<file path="src/rtl/alarm_manager_defines.vh">
`ifndef ALARM_MANAGER_DEFINES_VH
`define ALARM_MANAGER_DEFINES_VH

// ****************************************
// timing
// ****************************************
`define CLK_PERIOD_NS 32'h0000000A
`define MS_NS 32'h000F4240
`define BLINK_LAST_MS 12'h1F3
`define REFILL_HOLD_MS 12'h3E8
`define MAINT_HOLD_MS 12'hBB8

// ****************************************
// reagent
// ****************************************
`define LOW_ANALYSES 16'h0032
`define REAGENT_CAP_RST 16'h03E8

// ****************************************
// event codes
// ****************************************
`define CODE_PUMP1 7'h1E
`define CODE_PUMP2 7'h1F
`define CODE_LIGHT_ONE 7'h21
`define CODE_LIGHT_TWO 7'h1B
`define CODE_RECEIVER 7'h52
`define CODE_ZERO_MIN 7'h50
`define CODE_ZERO_MAX 7'h51
`define CODE_TURBID 7'h22
`define CODE_SOILED 7'h23
`define CODE_WATER_LOW 7'h26
`define CODE_EXT_LIGHT 7'h27
`define CODE_VENTING 7'h42
`define CODE_REAGENT_LOW 7'h25
`define CODE_RANGE 7'h0C
`define CODE_SERVICE 7'h0D
`define CODE_HEAD1 7'h19
`define CODE_HEAD2 7'h1A
`define CODE_DEPLETED 7'h7F

// ****************************************
// register map
// ****************************************
`define OFF_CTRL 8'h00
`define OFF_STATUS 8'h04
`define OFF_MASK 8'h08
`define OFF_STATE 8'h0C
`define OFF_REAGENT_CAP 8'h10
`define OFF_REAGENT_LEFT 8'h14
`define OFF_SERVICE_LIMIT 8'h18
`define OFF_PUMP_LIMIT 8'h1C
`define CTRL_RST 1'b1
`define STATUS_RST 8'h00
`define MASK_RST 8'h00
`define LIMIT_RST 16'h0000
`define HSIZE_WORD 3'b010

`endif

</file>
<file path="src/rtl/key_hold_timer.v">
`timescale 1ns/100ps
module key_hold_timer #(
	parameter [11:0] HOLD_MS = 12'h3E8
) (
	input wire sys_clk,
	input wire rst,
	input wire msTick,
	input wire keyIn,
	output wire pressPulse,
	output wire holdPulse
);

	reg keyPrev_reg;
	reg [11:0] holdCnt_reg;
	reg fired_reg;

	// ****************************************
	// hold counting
	// ****************************************
	// tick phase is free running, so the pulse comes after more than HOLD_MS ms
	assign pressPulse = keyIn & ~keyPrev_reg;
	assign holdPulse = keyIn & (holdCnt_reg > HOLD_MS) & ~fired_reg;

	always @(posedge sys_clk)
	begin
		if (rst)
		begin
			keyPrev_reg <= 1'b0;
			holdCnt_reg <= 12'h000;
			fired_reg <= 1'b0;
		end
		else
		begin
			keyPrev_reg <= keyIn;
			if (!keyIn)
			begin
				holdCnt_reg <= 12'h000;
				fired_reg <= 1'b0;
			end
			else
			begin
				if (msTick && holdCnt_reg != 12'hFFF)
					holdCnt_reg <= holdCnt_reg + 12'h001;
				if (holdPulse)
					fired_reg <= 1'b1;
			end
		end
	end

endmodule

</file>
<file path="src/rtl/photometer_alarm_manager.v">
`timescale 1ns/100ps
`include "alarm_manager_defines.vh"

// How it works
// pump, optics, turbidity, soiling, water, light, venting faults stop interval and abort
// reserve at ten percent raises code 37, interval keeps running
// range exceeded raises code 12 and stops interval operation
// optical faults kept apart: two light sources, receiver, two zero adjusts
// under 50 analyses: refill LED flashes, alarm key lit, relay switched, interval runs
// alarm key press clears low reagent alarm; refill LED keeps flashing
// depleted: refill and alarm keys lit, interval stopped, logged, relay switched
// refill key held over one second reloads reserve and clears depletion
// maintenance: yellow LED, interval continues, logged, relay untouched
// alarm key held three seconds then manual key resumes interval operation
// service interval expiry raises code 13; acknowledge restarts interval
// pump head run time raises 25 or 26; acknowledge restarts that counter
// alarm red and maintenance yellow shown together
// relay contact closed when fault free, open on fault or power loss
// stopping alarm blocks new measurements until acknowledged
// key holds timed on a millisecond tick against one and three seconds
module photometer_alarm_manager #(
	parameter TICK_CYCLES = `MS_NS / `CLK_PERIOD_NS
) (
	input wire sys_clk,
	input wire rst,
	input wire hsel,
	input wire [31:0] haddr,
	input wire [1:0] htrans,
	input wire hwrite,
	input wire [2:0] hsize,
	input wire [31:0] hwdata,
	input wire hready,
	output wire hreadyout,
	output wire hresp,
	output reg [31:0] hrdata,
	input wire faultValid,
	input wire [6:0] faultCode,
	input wire lightSourceOneFail,
	input wire lightSourceTwoFail,
	input wire opticalReceiverFail,
	input wire zeroMinFail,
	input wire zeroMaxFail,
	input wire analysisDone,
	input wire serviceTick,
	input wire pumpTick1,
	input wire pumpTick2,
	input wire alarmKey,
	input wire refillKey,
	input wire manualKey,
	output reg intervalRun,
	output reg abortMeas,
	output reg startBlock,
	output reg relayNoClosed,
	output reg alarmKeyRed,
	output reg refillLed,
	output reg refillConfirm,
	output reg maintLedYellow,
	output reg logValid,
	output reg [6:0] logCode,
	output reg irq
);

	localparam [31:0] TICK_FULL = TICK_CYCLES - 1;
	localparam [16:0] TICK_LAST = TICK_FULL[16:0];

	// ****************************************
	// functions
	// ****************************************
	function isStopCode;
		input [6:0] c;
		begin
			case (c)
				`CODE_PUMP1, `CODE_PUMP2, `CODE_LIGHT_ONE, `CODE_LIGHT_TWO,
				`CODE_RECEIVER, `CODE_ZERO_MIN, `CODE_ZERO_MAX, `CODE_TURBID,
				`CODE_SOILED, `CODE_WATER_LOW, `CODE_EXT_LIGHT, `CODE_VENTING:
					isStopCode = 1'b1;
				default:
					isStopCode = 1'b0;
			endcase
		end
	endfunction

	function [6:0] opticsCode;
		input [4:0] r;
		begin
			if (r[0])
				opticsCode = `CODE_LIGHT_ONE;
			else if (r[1])
				opticsCode = `CODE_LIGHT_TWO;
			else if (r[2])
				opticsCode = `CODE_RECEIVER;
			else if (r[3])
				opticsCode = `CODE_ZERO_MIN;
			else
				opticsCode = `CODE_ZERO_MAX;
		end
	endfunction

	// counters stop at the limit so a pending message cannot wrap away
	function [15:0] runCount;
		input [15:0] c;
		input [15:0] lim;
		input t;
		input restart;
		begin
			if (restart)
				runCount = 16'h0000;
			else if (t && c != lim)
				runCount = c + 16'h0001;
			else
				runCount = c;
		end
	endfunction

	function limitHit;
		input [15:0] c;
		input [15:0] lim;
		begin
			limitHit = (lim != 16'h0000) && (c == lim);
		end
	endfunction

	// ****************************************
	// millisecond tick and blink
	// ****************************************
	reg [16:0] tickCnt_reg;
	reg [11:0] blinkCnt_reg;
	reg blink_reg;
	wire msTick = (tickCnt_reg == TICK_LAST);

	always @(posedge sys_clk)
	begin
		if (rst)
		begin
			tickCnt_reg <= 17'h00000;
			blinkCnt_reg <= 12'h000;
			blink_reg <= 1'b0;
		end
		else
		begin
			tickCnt_reg <= msTick ? 17'h00000 : tickCnt_reg + 17'h00001;
			if (msTick)
			begin
				blinkCnt_reg <= (blinkCnt_reg == `BLINK_LAST_MS) ? 12'h000 : blinkCnt_reg + 12'h001;
				if (blinkCnt_reg == `BLINK_LAST_MS)
					blink_reg <= ~blink_reg;
			end
		end
	end

	// ****************************************
	// keys
	// ****************************************
	wire alarmPress;
	wire alarmHold;
	wire refillHold;
	reg manualPrev_reg;
	wire manualPress = manualKey & ~manualPrev_reg;

	key_hold_timer #(.HOLD_MS(`MAINT_HOLD_MS)) alarmTimer (
		.sys_clk(sys_clk),
		.rst(rst),
		.msTick(msTick),
		.keyIn(alarmKey),
		.pressPulse(alarmPress),
		.holdPulse(alarmHold)
	);

	key_hold_timer #(.HOLD_MS(`REFILL_HOLD_MS)) refillTimer (
		.sys_clk(sys_clk),
		.rst(rst),
		.msTick(msTick),
		.keyIn(refillKey),
		.pressPulse(),
		.holdPulse(refillHold)
	);

	// ****************************************
	// bus slave
	// ****************************************
	reg wrPend_reg;
	reg [7:0] wrAddr_reg;
	reg ctrlEnable_reg;
	reg [7:0] status_reg;
	reg [7:0] mask_reg;
	reg [15:0] reagentCap_reg;
	reg [15:0] reagentLeft_reg;
	reg [15:0] serviceLimit_reg;
	reg [15:0] pumpLimit_reg;
	reg [31:0] rdata_next;
	wire addrPhase = hsel & htrans[1] & hready;
	wire wordAccess = (hsize == `HSIZE_WORD);

	assign hreadyout = 1'b1;
	assign hresp = 1'b0;

	// ****************************************
	// fault and maintenance state
	// ****************************************
	reg alarmActive_reg;
	reg lowAlarm_reg;
	reg stopLatch_reg;
	reg depleted_reg;
	reg maintPause_reg;
	reg maintSvc_reg;
	reg maintP1_reg;
	reg maintP2_reg;
	reg [4:0] optPrev_reg;
	reg [4:0] optLatch_reg;
	reg low10Prev_reg;
	reg low50Prev_reg;
	reg [6:0] lastCode_reg;
	reg [15:0] serviceCnt_reg;
	reg [15:0] pump1Cnt_reg;
	reg [15:0] pump2Cnt_reg;
	reg logValid_next;
	reg [6:0] logCode_next;

	wire [4:0] opt = {zeroMaxFail, zeroMinFail, opticalReceiverFail, lightSourceTwoFail,
		lightSourceOneFail};
	wire [4:0] optRise = opt & ~optPrev_reg;
	wire extStop = faultValid & isStopCode(faultCode);
	wire stopEv = extStop | (|optRise);
	wire rangeEv = faultValid & (faultCode == `CODE_RANGE);
	wire [19:0] left10 = {1'b0, reagentLeft_reg, 3'b000} + {3'b000, reagentLeft_reg, 1'b0};
	wire low10 = (left10 <= {4'h0, reagentCap_reg});
	wire low50 = (reagentLeft_reg < `LOW_ANALYSES);
	wire low10Rise = low10 & ~low10Prev_reg;
	wire low50Rise = low50 & ~low50Prev_reg;
	wire emptyRise = (reagentLeft_reg == 16'h0000) & ~depleted_reg & ~refillHold;
	wire svcNew = ~maintSvc_reg & limitHit(serviceCnt_reg, serviceLimit_reg);
	wire p1New = ~maintP1_reg & limitHit(pump1Cnt_reg, pumpLimit_reg);
	wire p2New = ~maintP2_reg & limitHit(pump2Cnt_reg, pumpLimit_reg);
	wire maintAny = maintSvc_reg | maintP1_reg | maintP2_reg;
	wire maintAck = manualPress & maintPause_reg;
	wire [7:0] events = {p2New, p1New, svcNew, emptyRise, low50Rise, low10Rise, rangeEv, stopEv};
	wire [7:0] statusClear = (wrPend_reg && wrAddr_reg == `OFF_STATUS) ? hwdata[7:0] : 8'h00;

	always @*
	begin
		case (haddr[7:0])
			`OFF_CTRL: rdata_next = {31'h00000000, ctrlEnable_reg};
			`OFF_STATUS: rdata_next = {24'h000000, status_reg};
			`OFF_MASK: rdata_next = {24'h000000, mask_reg};
			`OFF_STATE: rdata_next = {13'h0000, lastCode_reg, optLatch_reg, maintP2_reg,
				maintP1_reg, maintSvc_reg, maintPause_reg, depleted_reg, stopLatch_reg,
				alarmActive_reg | lowAlarm_reg};
			`OFF_REAGENT_CAP: rdata_next = {16'h0000, reagentCap_reg};
			`OFF_REAGENT_LEFT: rdata_next = {16'h0000, reagentLeft_reg};
			`OFF_SERVICE_LIMIT: rdata_next = {16'h0000, serviceLimit_reg};
			`OFF_PUMP_LIMIT: rdata_next = {16'h0000, pumpLimit_reg};
			default: rdata_next = 32'h00000000;
		endcase
	end

	// one event logged per cycle; a simultaneous lower one is dropped from the log
	always @*
	begin
		logValid_next = 1'b1;
		logCode_next = 7'h00;
		if (faultValid)
			logCode_next = faultCode;
		else if (|optRise)
			logCode_next = opticsCode(optRise);
		else if (emptyRise)
			logCode_next = `CODE_DEPLETED;
		else if (low10Rise)
			logCode_next = `CODE_REAGENT_LOW;
		else if (svcNew)
			logCode_next = `CODE_SERVICE;
		else if (p1New)
			logCode_next = `CODE_HEAD1;
		else if (p2New)
			logCode_next = `CODE_HEAD2;
		else
			logValid_next = 1'b0;
	end

	always @(posedge sys_clk)
	begin
		if (rst)
		begin
			wrPend_reg <= 1'b0;
			wrAddr_reg <= 8'h00;
			hrdata <= 32'h00000000;
			ctrlEnable_reg <= `CTRL_RST;
			status_reg <= `STATUS_RST;
			mask_reg <= `MASK_RST;
			reagentCap_reg <= `REAGENT_CAP_RST;
			reagentLeft_reg <= `REAGENT_CAP_RST;
			serviceLimit_reg <= `LIMIT_RST;
			pumpLimit_reg <= `LIMIT_RST;
			manualPrev_reg <= 1'b0;
			alarmActive_reg <= 1'b0;
			lowAlarm_reg <= 1'b0;
			stopLatch_reg <= 1'b0;
			depleted_reg <= 1'b0;
			maintPause_reg <= 1'b0;
			maintSvc_reg <= 1'b0;
			maintP1_reg <= 1'b0;
			maintP2_reg <= 1'b0;
			optPrev_reg <= 5'h00;
			optLatch_reg <= 5'h00;
			low10Prev_reg <= 1'b0;
			low50Prev_reg <= 1'b0;
			lastCode_reg <= 7'h00;
			serviceCnt_reg <= 16'h0000;
			pump1Cnt_reg <= 16'h0000;
			pump2Cnt_reg <= 16'h0000;
			intervalRun <= 1'b0;
			abortMeas <= 1'b0;
			startBlock <= 1'b0;
			relayNoClosed <= 1'b0;
			alarmKeyRed <= 1'b0;
			refillLed <= 1'b0;
			refillConfirm <= 1'b0;
			maintLedYellow <= 1'b0;
			logValid <= 1'b0;
			logCode <= 7'h00;
			irq <= 1'b0;
		end
		else
		begin
			wrPend_reg <= addrPhase & hwrite & wordAccess;
			if (addrPhase)
				wrAddr_reg <= haddr[7:0];
			if (addrPhase && !hwrite)
				hrdata <= rdata_next;
			if (wrPend_reg)
			begin
				case (wrAddr_reg)
					`OFF_CTRL: ctrlEnable_reg <= hwdata[0];
					`OFF_MASK: mask_reg <= hwdata[7:0];
					`OFF_REAGENT_CAP: reagentCap_reg <= hwdata[15:0];
					`OFF_SERVICE_LIMIT: serviceLimit_reg <= hwdata[15:0];
					`OFF_PUMP_LIMIT: pumpLimit_reg <= hwdata[15:0];
					default: ;
				endcase
			end
			// set wins over a write-one clear in the same cycle
			status_reg <= (status_reg & ~statusClear) | events;
			irq <= |(((status_reg & ~statusClear) | events) & mask_reg);
			manualPrev_reg <= manualKey;
			optPrev_reg <= opt;
			low10Prev_reg <= low10;
			low50Prev_reg <= low50;
			if (refillHold)
				reagentLeft_reg <= reagentCap_reg;
			else if (analysisDone && reagentLeft_reg != 16'h0000)
				reagentLeft_reg <= reagentLeft_reg - 16'h0001;
			alarmActive_reg <= stopEv | rangeEv | (alarmActive_reg & ~alarmPress);
			stopLatch_reg <= stopEv | rangeEv | (stopLatch_reg & ~alarmPress);
			optLatch_reg <= optRise | (optLatch_reg & {5{~alarmPress}});
			lowAlarm_reg <= low50Rise | (lowAlarm_reg & ~alarmPress & ~refillHold);
			depleted_reg <= emptyRise | (depleted_reg & ~refillHold);
			if (logValid_next)
				lastCode_reg <= logCode_next;
			maintSvc_reg <= svcNew | (maintSvc_reg & ~maintAck);
			maintP1_reg <= p1New | (maintP1_reg & ~maintAck);
			maintP2_reg <= p2New | (maintP2_reg & ~maintAck);
			maintPause_reg <= (alarmHold & maintAny) | (maintPause_reg & ~maintAck);
			serviceCnt_reg <= runCount(serviceCnt_reg, serviceLimit_reg, serviceTick,
				maintAck & maintSvc_reg);
			pump1Cnt_reg <= runCount(pump1Cnt_reg, pumpLimit_reg, pumpTick1,
				maintAck & maintP1_reg);
			pump2Cnt_reg <= runCount(pump2Cnt_reg, pumpLimit_reg, pumpTick2,
				maintAck & maintP2_reg);
			// low reagent, code 37 and maintenance leave interval operation running
			intervalRun <= ctrlEnable_reg & ~stopLatch_reg & ~depleted_reg
				& ~maintPause_reg;
			abortMeas <= stopEv;
			startBlock <= stopLatch_reg | depleted_reg;
			// maintenance alone keeps the contact closed
			relayNoClosed <= ~(alarmActive_reg | lowAlarm_reg | depleted_reg);
			alarmKeyRed <= alarmActive_reg | lowAlarm_reg | depleted_reg;
			refillLed <= depleted_reg | (low50 & blink_reg);
			refillConfirm <= refillHold | (refillConfirm & refillKey);
			maintLedYellow <= maintAny;
			logValid <= logValid_next;
			if (logValid_next)
				logCode <= logCode_next;
		end
	end

endmodule

</file>
<file path="config.mk">
export PLATFORM = sky130hd
export DESIGN_NAME = photometer_alarm_manager
export DESIGN_NICKNAME = d
export VERILOG_FILES = /design/src/rtl/key_hold_timer.v /design/src/rtl/photometer_alarm_manager.v
export VERILOG_INCLUDE_DIRS = /design/src /design/src/rtl
export SDC_FILE = /design/constraint.sdc
export NUM_CORES = 1
export LEC_CHECK = 0
export CAP_MARGIN = 40
export CORE_AREA = 2 2 148 150
export CTS_CLUSTER_SIZE = 14
export DETAILED_ROUTE_END_ITERATION = 10
export DIE_AREA = 0 0 150 152
export DONT_BUFFER_PORTS = 1
export GPL_TIMING_DRIVEN = 0
export HOLD_SLACK_MARGIN = 0.02
export PLACE_DENSITY_LB_ADDON = 0.12
export SYNTH_ARGS = -nofsm -noshare
export SYNTH_HDL_FRONTEND = slang
export SYNTH_SLANG_ARGS = --single-unit
</file>
<file path="constraint.sdc">
create_clock -name sys_clk -period 10.4 [get_ports sys_clk]
set_clock_uncertainty 0.2 [all_clocks]
set_input_delay 2.08 -clock sys_clk [delete_from_list [all_inputs] [get_ports sys_clk]]
set_output_delay 2.08 -clock sys_clk [all_outputs]
set_load 0.02 [all_outputs]
</file>
Word-level counts from Yosys, hierarchy flattened
Cells that the tools add are included.
Widths: inputs -> output; s select.
- output and inout port bits: 51
- word-level logic and storage cells: 234
- flip-flop bits (word level): 265
- input bits: 94
- magnitude comparators: 4
- add/sub/neg operators: 9
- mux-type cells: 24
- bitwise logic cells: 82
- equal/unequal tests: 36
- reductions and logical operators: 34
- operators with widths (cell ; count):
    $pmux 19 s8 ; 1
    $eq 8x5->1 const B ; 7
    $add 16x1->16 const B ; 3
    $eq 16x16->1 ; 3
    $ne 16x16->1 ; 3
    $reduce_bool 16->1 ; 3
    $and 1x1->1 ; 38
    $add 12x1->12 const B ; 3
    $eq 7x6->1 const B ; 5
    $mux 7 ; 5
    $mux 16 ; 2
    $eq 7x7->1 const B ; 4
    $eq 8x4->1 const B ; 3
    $ne 12x12->1 const B ; 2
    $eq 7x5->1 const B ; 3
    $add 19x17->20 ; 1
    $le 20x16->1 ; 1
    $not 1->1 ; 19
    $add 17x1->17 const B ; 1
    $eq 17x17->1 const B ; 1
    $or 1x1->1 ; 17
    $and 8x8->8 ; 2
    $eq 8x3->1 const B ; 2
    $logic_not 16->1 ; 1
    27 further kinds ; 59

Longest topological paths before layout
- depth after elaboration: 10
- gate-level depth with buffers: 20
- mapped depth without buffers: 19

Hierarchy
A second synthesis with hierarchy kept.
- cells, all modules: 1532
- area, all modules: 12894.9 um^2
- modules (own cells, without submodules) (module ; times used ; sequential area each (um^2) ; cells an instance ; area an instance (um^2)):
    photometer_alarm_manager ; 1 ; 4504.3 ; 1352 ; 11394.7
    key_hold_timer (alarmTimer) ; 1 ; 280.3 ; 91 ; 764.5
    key_hold_timer (refillTimer) ; 1 ; 280.3 ; 89 ; 735.7

Worst setup path after synthesis
No wires, ideal clock.
- path type: reg2reg
- from: register reagentLeft_reg[2]
- to: register lastCode_reg[3]
- setup time: 117 ps
- stages on the path, launching flop included: 21
- path slack: 6104 ps
- path buffers: 1
- arrival: 3978 ps
- required time: 10083 ps
- period minus slack after synthesis: 4296 ps
- cells stage by stage: dfxtp_1 -> ha_1 -> inv_1 -> fa_1 -> nor2b_1 -> o2111ai_1 -> a21oi_1 -> o21ai_0 -> nand2b_1 -> a21oi_1 -> o21ai_0 -> xor2_1 -> ha_1 -> a21oi_1 -> o21ai_0 -> nor3_1 -> o22ai_1 -> or4_4 -> buf_2 -> a31o_2 -> a32o_1
- word-level cells in the longest chain between the ends: 7
- elaborated cells between the ends (all ways): 14
- those cells by class: add/sub: 1; order compare: 1; mux: 8; bitwise: 3; reduce/logical: 1
- ends and longest elaborated chain (element ; RTL line ; source):
    start, declared ; photometer_alarm_manager.v:187 ; reg [15:0] reagentLeft_reg;
    start signal, assigned ; photometer_alarm_manager.v:290 ; reagentLeft_reg <= `REAGENT_CAP_RST;
    start signal, assigned ; photometer_alarm_manager.v:348 ; reagentLeft_reg <= reagentCap_reg;
    start signal, assigned ; photometer_alarm_manager.v:350 ; reagentLeft_reg <= reagentLeft_reg - 16'h0001;
    $add 19x17->20 ; photometer_alarm_manager.v:225 ; wire [19:0] left10 = {1'b0, reagentLeft_reg, 3'b000} + {3'b000, reagentLeft_reg, 1'b0};
    $le 20x16->1 ; photometer_alarm_manager.v:226 ; wire low10 = (left10 <= {4'h0, reagentCap_reg});
    $and 1x1->1 ; photometer_alarm_manager.v:228 ; wire low10Rise = low10 & ~low10Prev_reg;
    $mux 6 or $mux 1 (tied branches) ; photometer_alarm_manager.v:267 ; else if (low10Rise)
    $mux 7 or $mux 1 (tied branches) ; photometer_alarm_manager.v:265 ; else if (emptyRise)
    $mux 7 or $mux 1 (tied branches) ; photometer_alarm_manager.v:263 ; else if (|optRise)
    $mux 7 or $mux 1 (tied branches) ; photometer_alarm_manager.v:261 ; if (faultValid)
    end signal, assigned ; photometer_alarm_manager.v:357 ; lastCode_reg <= logCode_next;
    end, declared ; photometer_alarm_manager.v:212 ; reg [6:0] lastCode_reg;
Several ways; a longest one is shown, not always the timed one.
A chain may end at the register's enable or synchronous reset.

Worst setup path after layout
Same ends and word-level chain as after synthesis.

==> metrics.md <==
| Metric | Value |
|---|---|
| Final-report max-slew violation count | 0 |
| Combinational power share | under 10% |
| Headroom to the max-slew limit | 42.3% |
| Fin. Hold Viols | 0 |
| I/O Buffers | 0 |
| Sequential area share after synthesis | between 40% and 50% |
| Antenna Violating Nets Remaining | 0 |
| Area Overhead vs Synth | 10.8% |
| Element type at the critical path end | flip-flop |
| Clk buf depth | 3 |
| CTS tree | done |
| CP Cell Sequence | ha_1 -> inv_1 -> fa_1 -> nor2b_1 -> o2111ai_1 -> a21oi_1 -> o21ai_0 -> nand2b_1 -> a21oi_1 -> o21ai_0 -> xor2_1 -> ha_1 -> a21oi_1 -> o21ai_0 -> nor3_1 -> o22ai_1 -> or4_4 -> buf_2 -> a31o_2 -> a32o_1 |
| Die H | ~150 microns |
| Root Buffer | clkbuf_16 |
| Post-synthesis average cell area | around 8.4 sq um |
| Cell family with most CP delay | compound AO/OA/AOI/OAI gates |
| Critical Path AT | about 5.2 ns |
| WHS Path Cells | 2 |
| Drt first pass iters | 9 |
| Cell row count | 54 |
| Gr ovfl total | 0 |
| Sink of the worst hold path | refillTimer.fired_reg |
| Die Area | 22800 sq um |
| Max-Cap Viols | 0 |
| Clock Power Share | between 40% and 50% |
| # hold bufs at CTS | 0 |
| WP buf/inv | 2 |
| DRC Markers | 0 |
| Setup Viol. Count Final | 0 |
| Post-CTS Resized | 0 |
| Die width | roughly 150 microns |
| Int Pwr | roughly 0.0016 W |
| Psw | 0.000490 W |
| Leak | between 5 and 6 nW |
| Final critical-path share of the clock period | between 40 and 50% |
| Routability-driven placement congestion ratio | 0.929 |
| CP startpoint kind | flip-flop |
| Max incr delay on CP | 0.54 ns |
| Distinct cell type count after synthesis | 70 |
| Synth warn | 0 |
| Hold path start | refillTimer.fired_reg |
| Initial antenna violation count | 0 |
| Vias in the first global route | between 10000 and 15000 |
| Peak VDD IR | 0.000105 V |
| WS Path Type | reg -> reg |
| Initial Util | roughly 60% |
| Worst flop-to-flop path startpoint | reagentLeft_reg[2] |
| Initial DRC count | between 900 and 1000 |
| Top FF cell, synth | dfxtp_1 |
| Number of synthesized flops with an enable pin | 0 |
| Post-CTS Setup Bufs | 0 |
| Area of the multi-input gates | between 7000 and 8000 sq um |
| Drt total wl | about 35 mm |
| I/O pin cnt | 145 |
| Critical Path Fanout Max | 10 |
| Worst-Skew Late Latency | approximately 0.53 ns |
| Post-synth ARST share | 0% |
| Setup TNS | 0 ns |
| CP required | 10.62 ns |
| Number of diodes | 0 |
| Worst r2r path cells | 20 |
| TritonCTS Buffers | 27 |
| FILL cells | between 1500 and 2000 |
| Post-Syn Instances | between 1500 and 2000 |
| H-tree levels | 1 |
| Routed len/inst | 19.1 microns |
| Worst-path clk slew | approximately 0.06 ns |
| RSZ-0062 raised after global routing | false |
| R2r setup slk | ~5.4 ns |
| Hold Path Class | reg -> reg |
| Detailed-route via count | 11100 |
| DP HPWL | approximately 27 mm |
| Number of synthesized register bits | ~250 |
| NumNets Final | around 1700 |
| Clk sinks | 252 |
| Sw frac | 23.2% |
| Area occupied by registers | 5040 sq um |
| Period minus WS final | 4.99 ns |
| Status | finished clean |
| R2r endpoint | lastCode_reg[3] |
| Synth Cell Area | about 13000 sq um |
| Largest register FFs | 19 |
| Vias per cell | 6.00 |
| Core area | roughly 21000 sq um |
| Sequential share of power | 47.1% |
| Slowest cell on crit path | dfxtp_1 |
| Worst-Margin Slew | 0.858 ns |
| Global-route wire length before repair | between 50 and 60 mm |
| Fmax | 200 MHz |
| Hold slack | 0.251 ns |
| Gr usage total | a little under a third |
| Layout cells sized above 1 | around 5.5% |
| Largest net degree at the start of global routing | 15 |
| Pwr dens | about 150 nW/um^2 |
==> power groups by stage <==
stage / logic [W] / registers [W] / clock network, W
floorplan: 0.0000857 / 0.00101 / 0
global placement: 0.000108 / 0.00102 / 0
detailed placement: 0.000111 / 0.00102 / 0
CTS: 0.000112 / 0.000995 / 0.00101
global route: 0.000126 / 0.000997 / 0.00105
finish: 0.000113 / 0.000996 / 0.00101
==> worst register-to-register path: cells and delay by family, from the launching register on <==
family	cells	cell delay, ns
DFF	1	0.54
adders and majority gates	3	0.93
buffers and inverters	2	0.29
and+or+nand+nor	4	1.01
xor gates and xnor gates	1	0.19
AOI/OAI and AO/OA	10	1.74
==> layout by cell type (no fill, tap or decap), types with 27 or more instances in the layout <==
| cell | synthesis | final |
|---|---|---|
| o21ai_0 | 27 | 27 |
| nand2_1 | 171 | 171 |
| a21oi_1 | 101 | 101 |
| inv_1 | 46 | 46 |
| nand3_1 | 45 | 45 |
| nor4_1 | 34 | 34 |
| clkbuf_1 | 47 | 50 |
| clkbuf_16 | 0 | 27 |
| xor2_1 | 109 | 109 |
| xnor2_1 | 49 | 49 |
| dfxtp_1 | 252 | 252 |
| nor2_1 | 228 | 228 |
| ha_1 | 39 | 39 |
| mux2i_1 | 48 | 48 |
==> layout make-up <==
type                            instances  area share [%]
Multi-Input combinational cell       1149            50.9
Sequential cell                       252            36.1
Clock buffer                           34            5.32
Tap cell                              280            2.51
Buffer                                 68            2.31
Clock inverter                         14            1.34
Inverter                               47            1.26
Timing Repair Buffer                    6           0.251
==> cells by family after synthesis <==
group | Yosys count | share of synthesized area, %
compound gates | 246 | 13.1
xor+xnor | 158 | 11.0
fa+ha+maj | 40 | 4.03
buf+inv | 115 | 3.96
flops | 252 | 40.1
mux | 48 | 3.81
other cells | 2 | 0.0596
simple gates | 642 | 24.0
==> per-stage QoR <==
| step | total power (W) | setup WS (ns) | area [sq um] | cells | util [%] |
|---|---|---|---|---|---|
| after floorplan | 0.00110 | 6.10 | 12600 | 1516 | - |
| after global placement | 0.00112 | 5.35 | 13000 | 1796 | 60.9 |
| after detailed placement | 0.00113 | 5.49 | 13000 | 1802 | 61.0 |
| after CTS | 0.00212 | 5.47 | 14000 | 1850 | 65.4 |
| after global routing | 0.00217 | 5.05 | 14000 | 1850 | 65.4 |
| final | 0.00211 | 5.41 | 14000 | 1850 | 65.4 |
==> Yosys cell counts, drive strengths merged, types with 5 or more instances <==
cell type  count  share of area, %
a211oi        13              0.77
a21o          12              0.72
a21oi        101               4.0
a222oi        21               1.7
a22oi         11              0.66
a31oi         10              0.50
and2           6              0.32
and3          26               1.3
and4           9              0.63
buf           21               1.2
clkbuf        47               1.4
dfxtp        252                40
ha            39               3.9
inv           47               1.4
mux2i         48               3.8
nand2        171               5.1
nand2b        13              0.65
nand3         45               1.8
nand4         24               1.2
nor2         228               6.8
nor2b         20              0.99
nor3          26               1.0
nor4          35               1.8
o211ai         8              0.48
o21ai         29               1.2
or3           14              0.70
or4            5              0.36
xnor2         49               3.4
xor2         109               7.6
==> worst max-delay path by stage <==
stage | startpoint | endpoint | slack, ns | cells after the start
4_1_cts | reagentLeft_reg[2] | lastCode_reg[3] | 5.47 | 20
2_1_floorplan | reagentLeft_reg[2] | lastCode_reg[3] | 6.10 | 20
5_1_grt | reagentLeft_reg[2] | lastCode_reg[3] | 5.05 | 20
3_5_place_dp | reagentLeft_reg[2] | lastCode_reg[3] | 5.49 | 20
6_report | reagentLeft_reg[2] | lastCode_reg[3] | 5.41 | 20
3_3_place_gp | haddr[7] | hrdata[15] | 5.35 | 8
==> routing by layer <==
layer	vias up	global-route usage, %	routed length, microns
met2	453	48.5	15800
li1	5350	-	-
met1	5228	41.3	15000
met3	65	7.48	3660
met4	0	8.49	840
met5	-	0	0
Power figures use the tool's default switching activity.
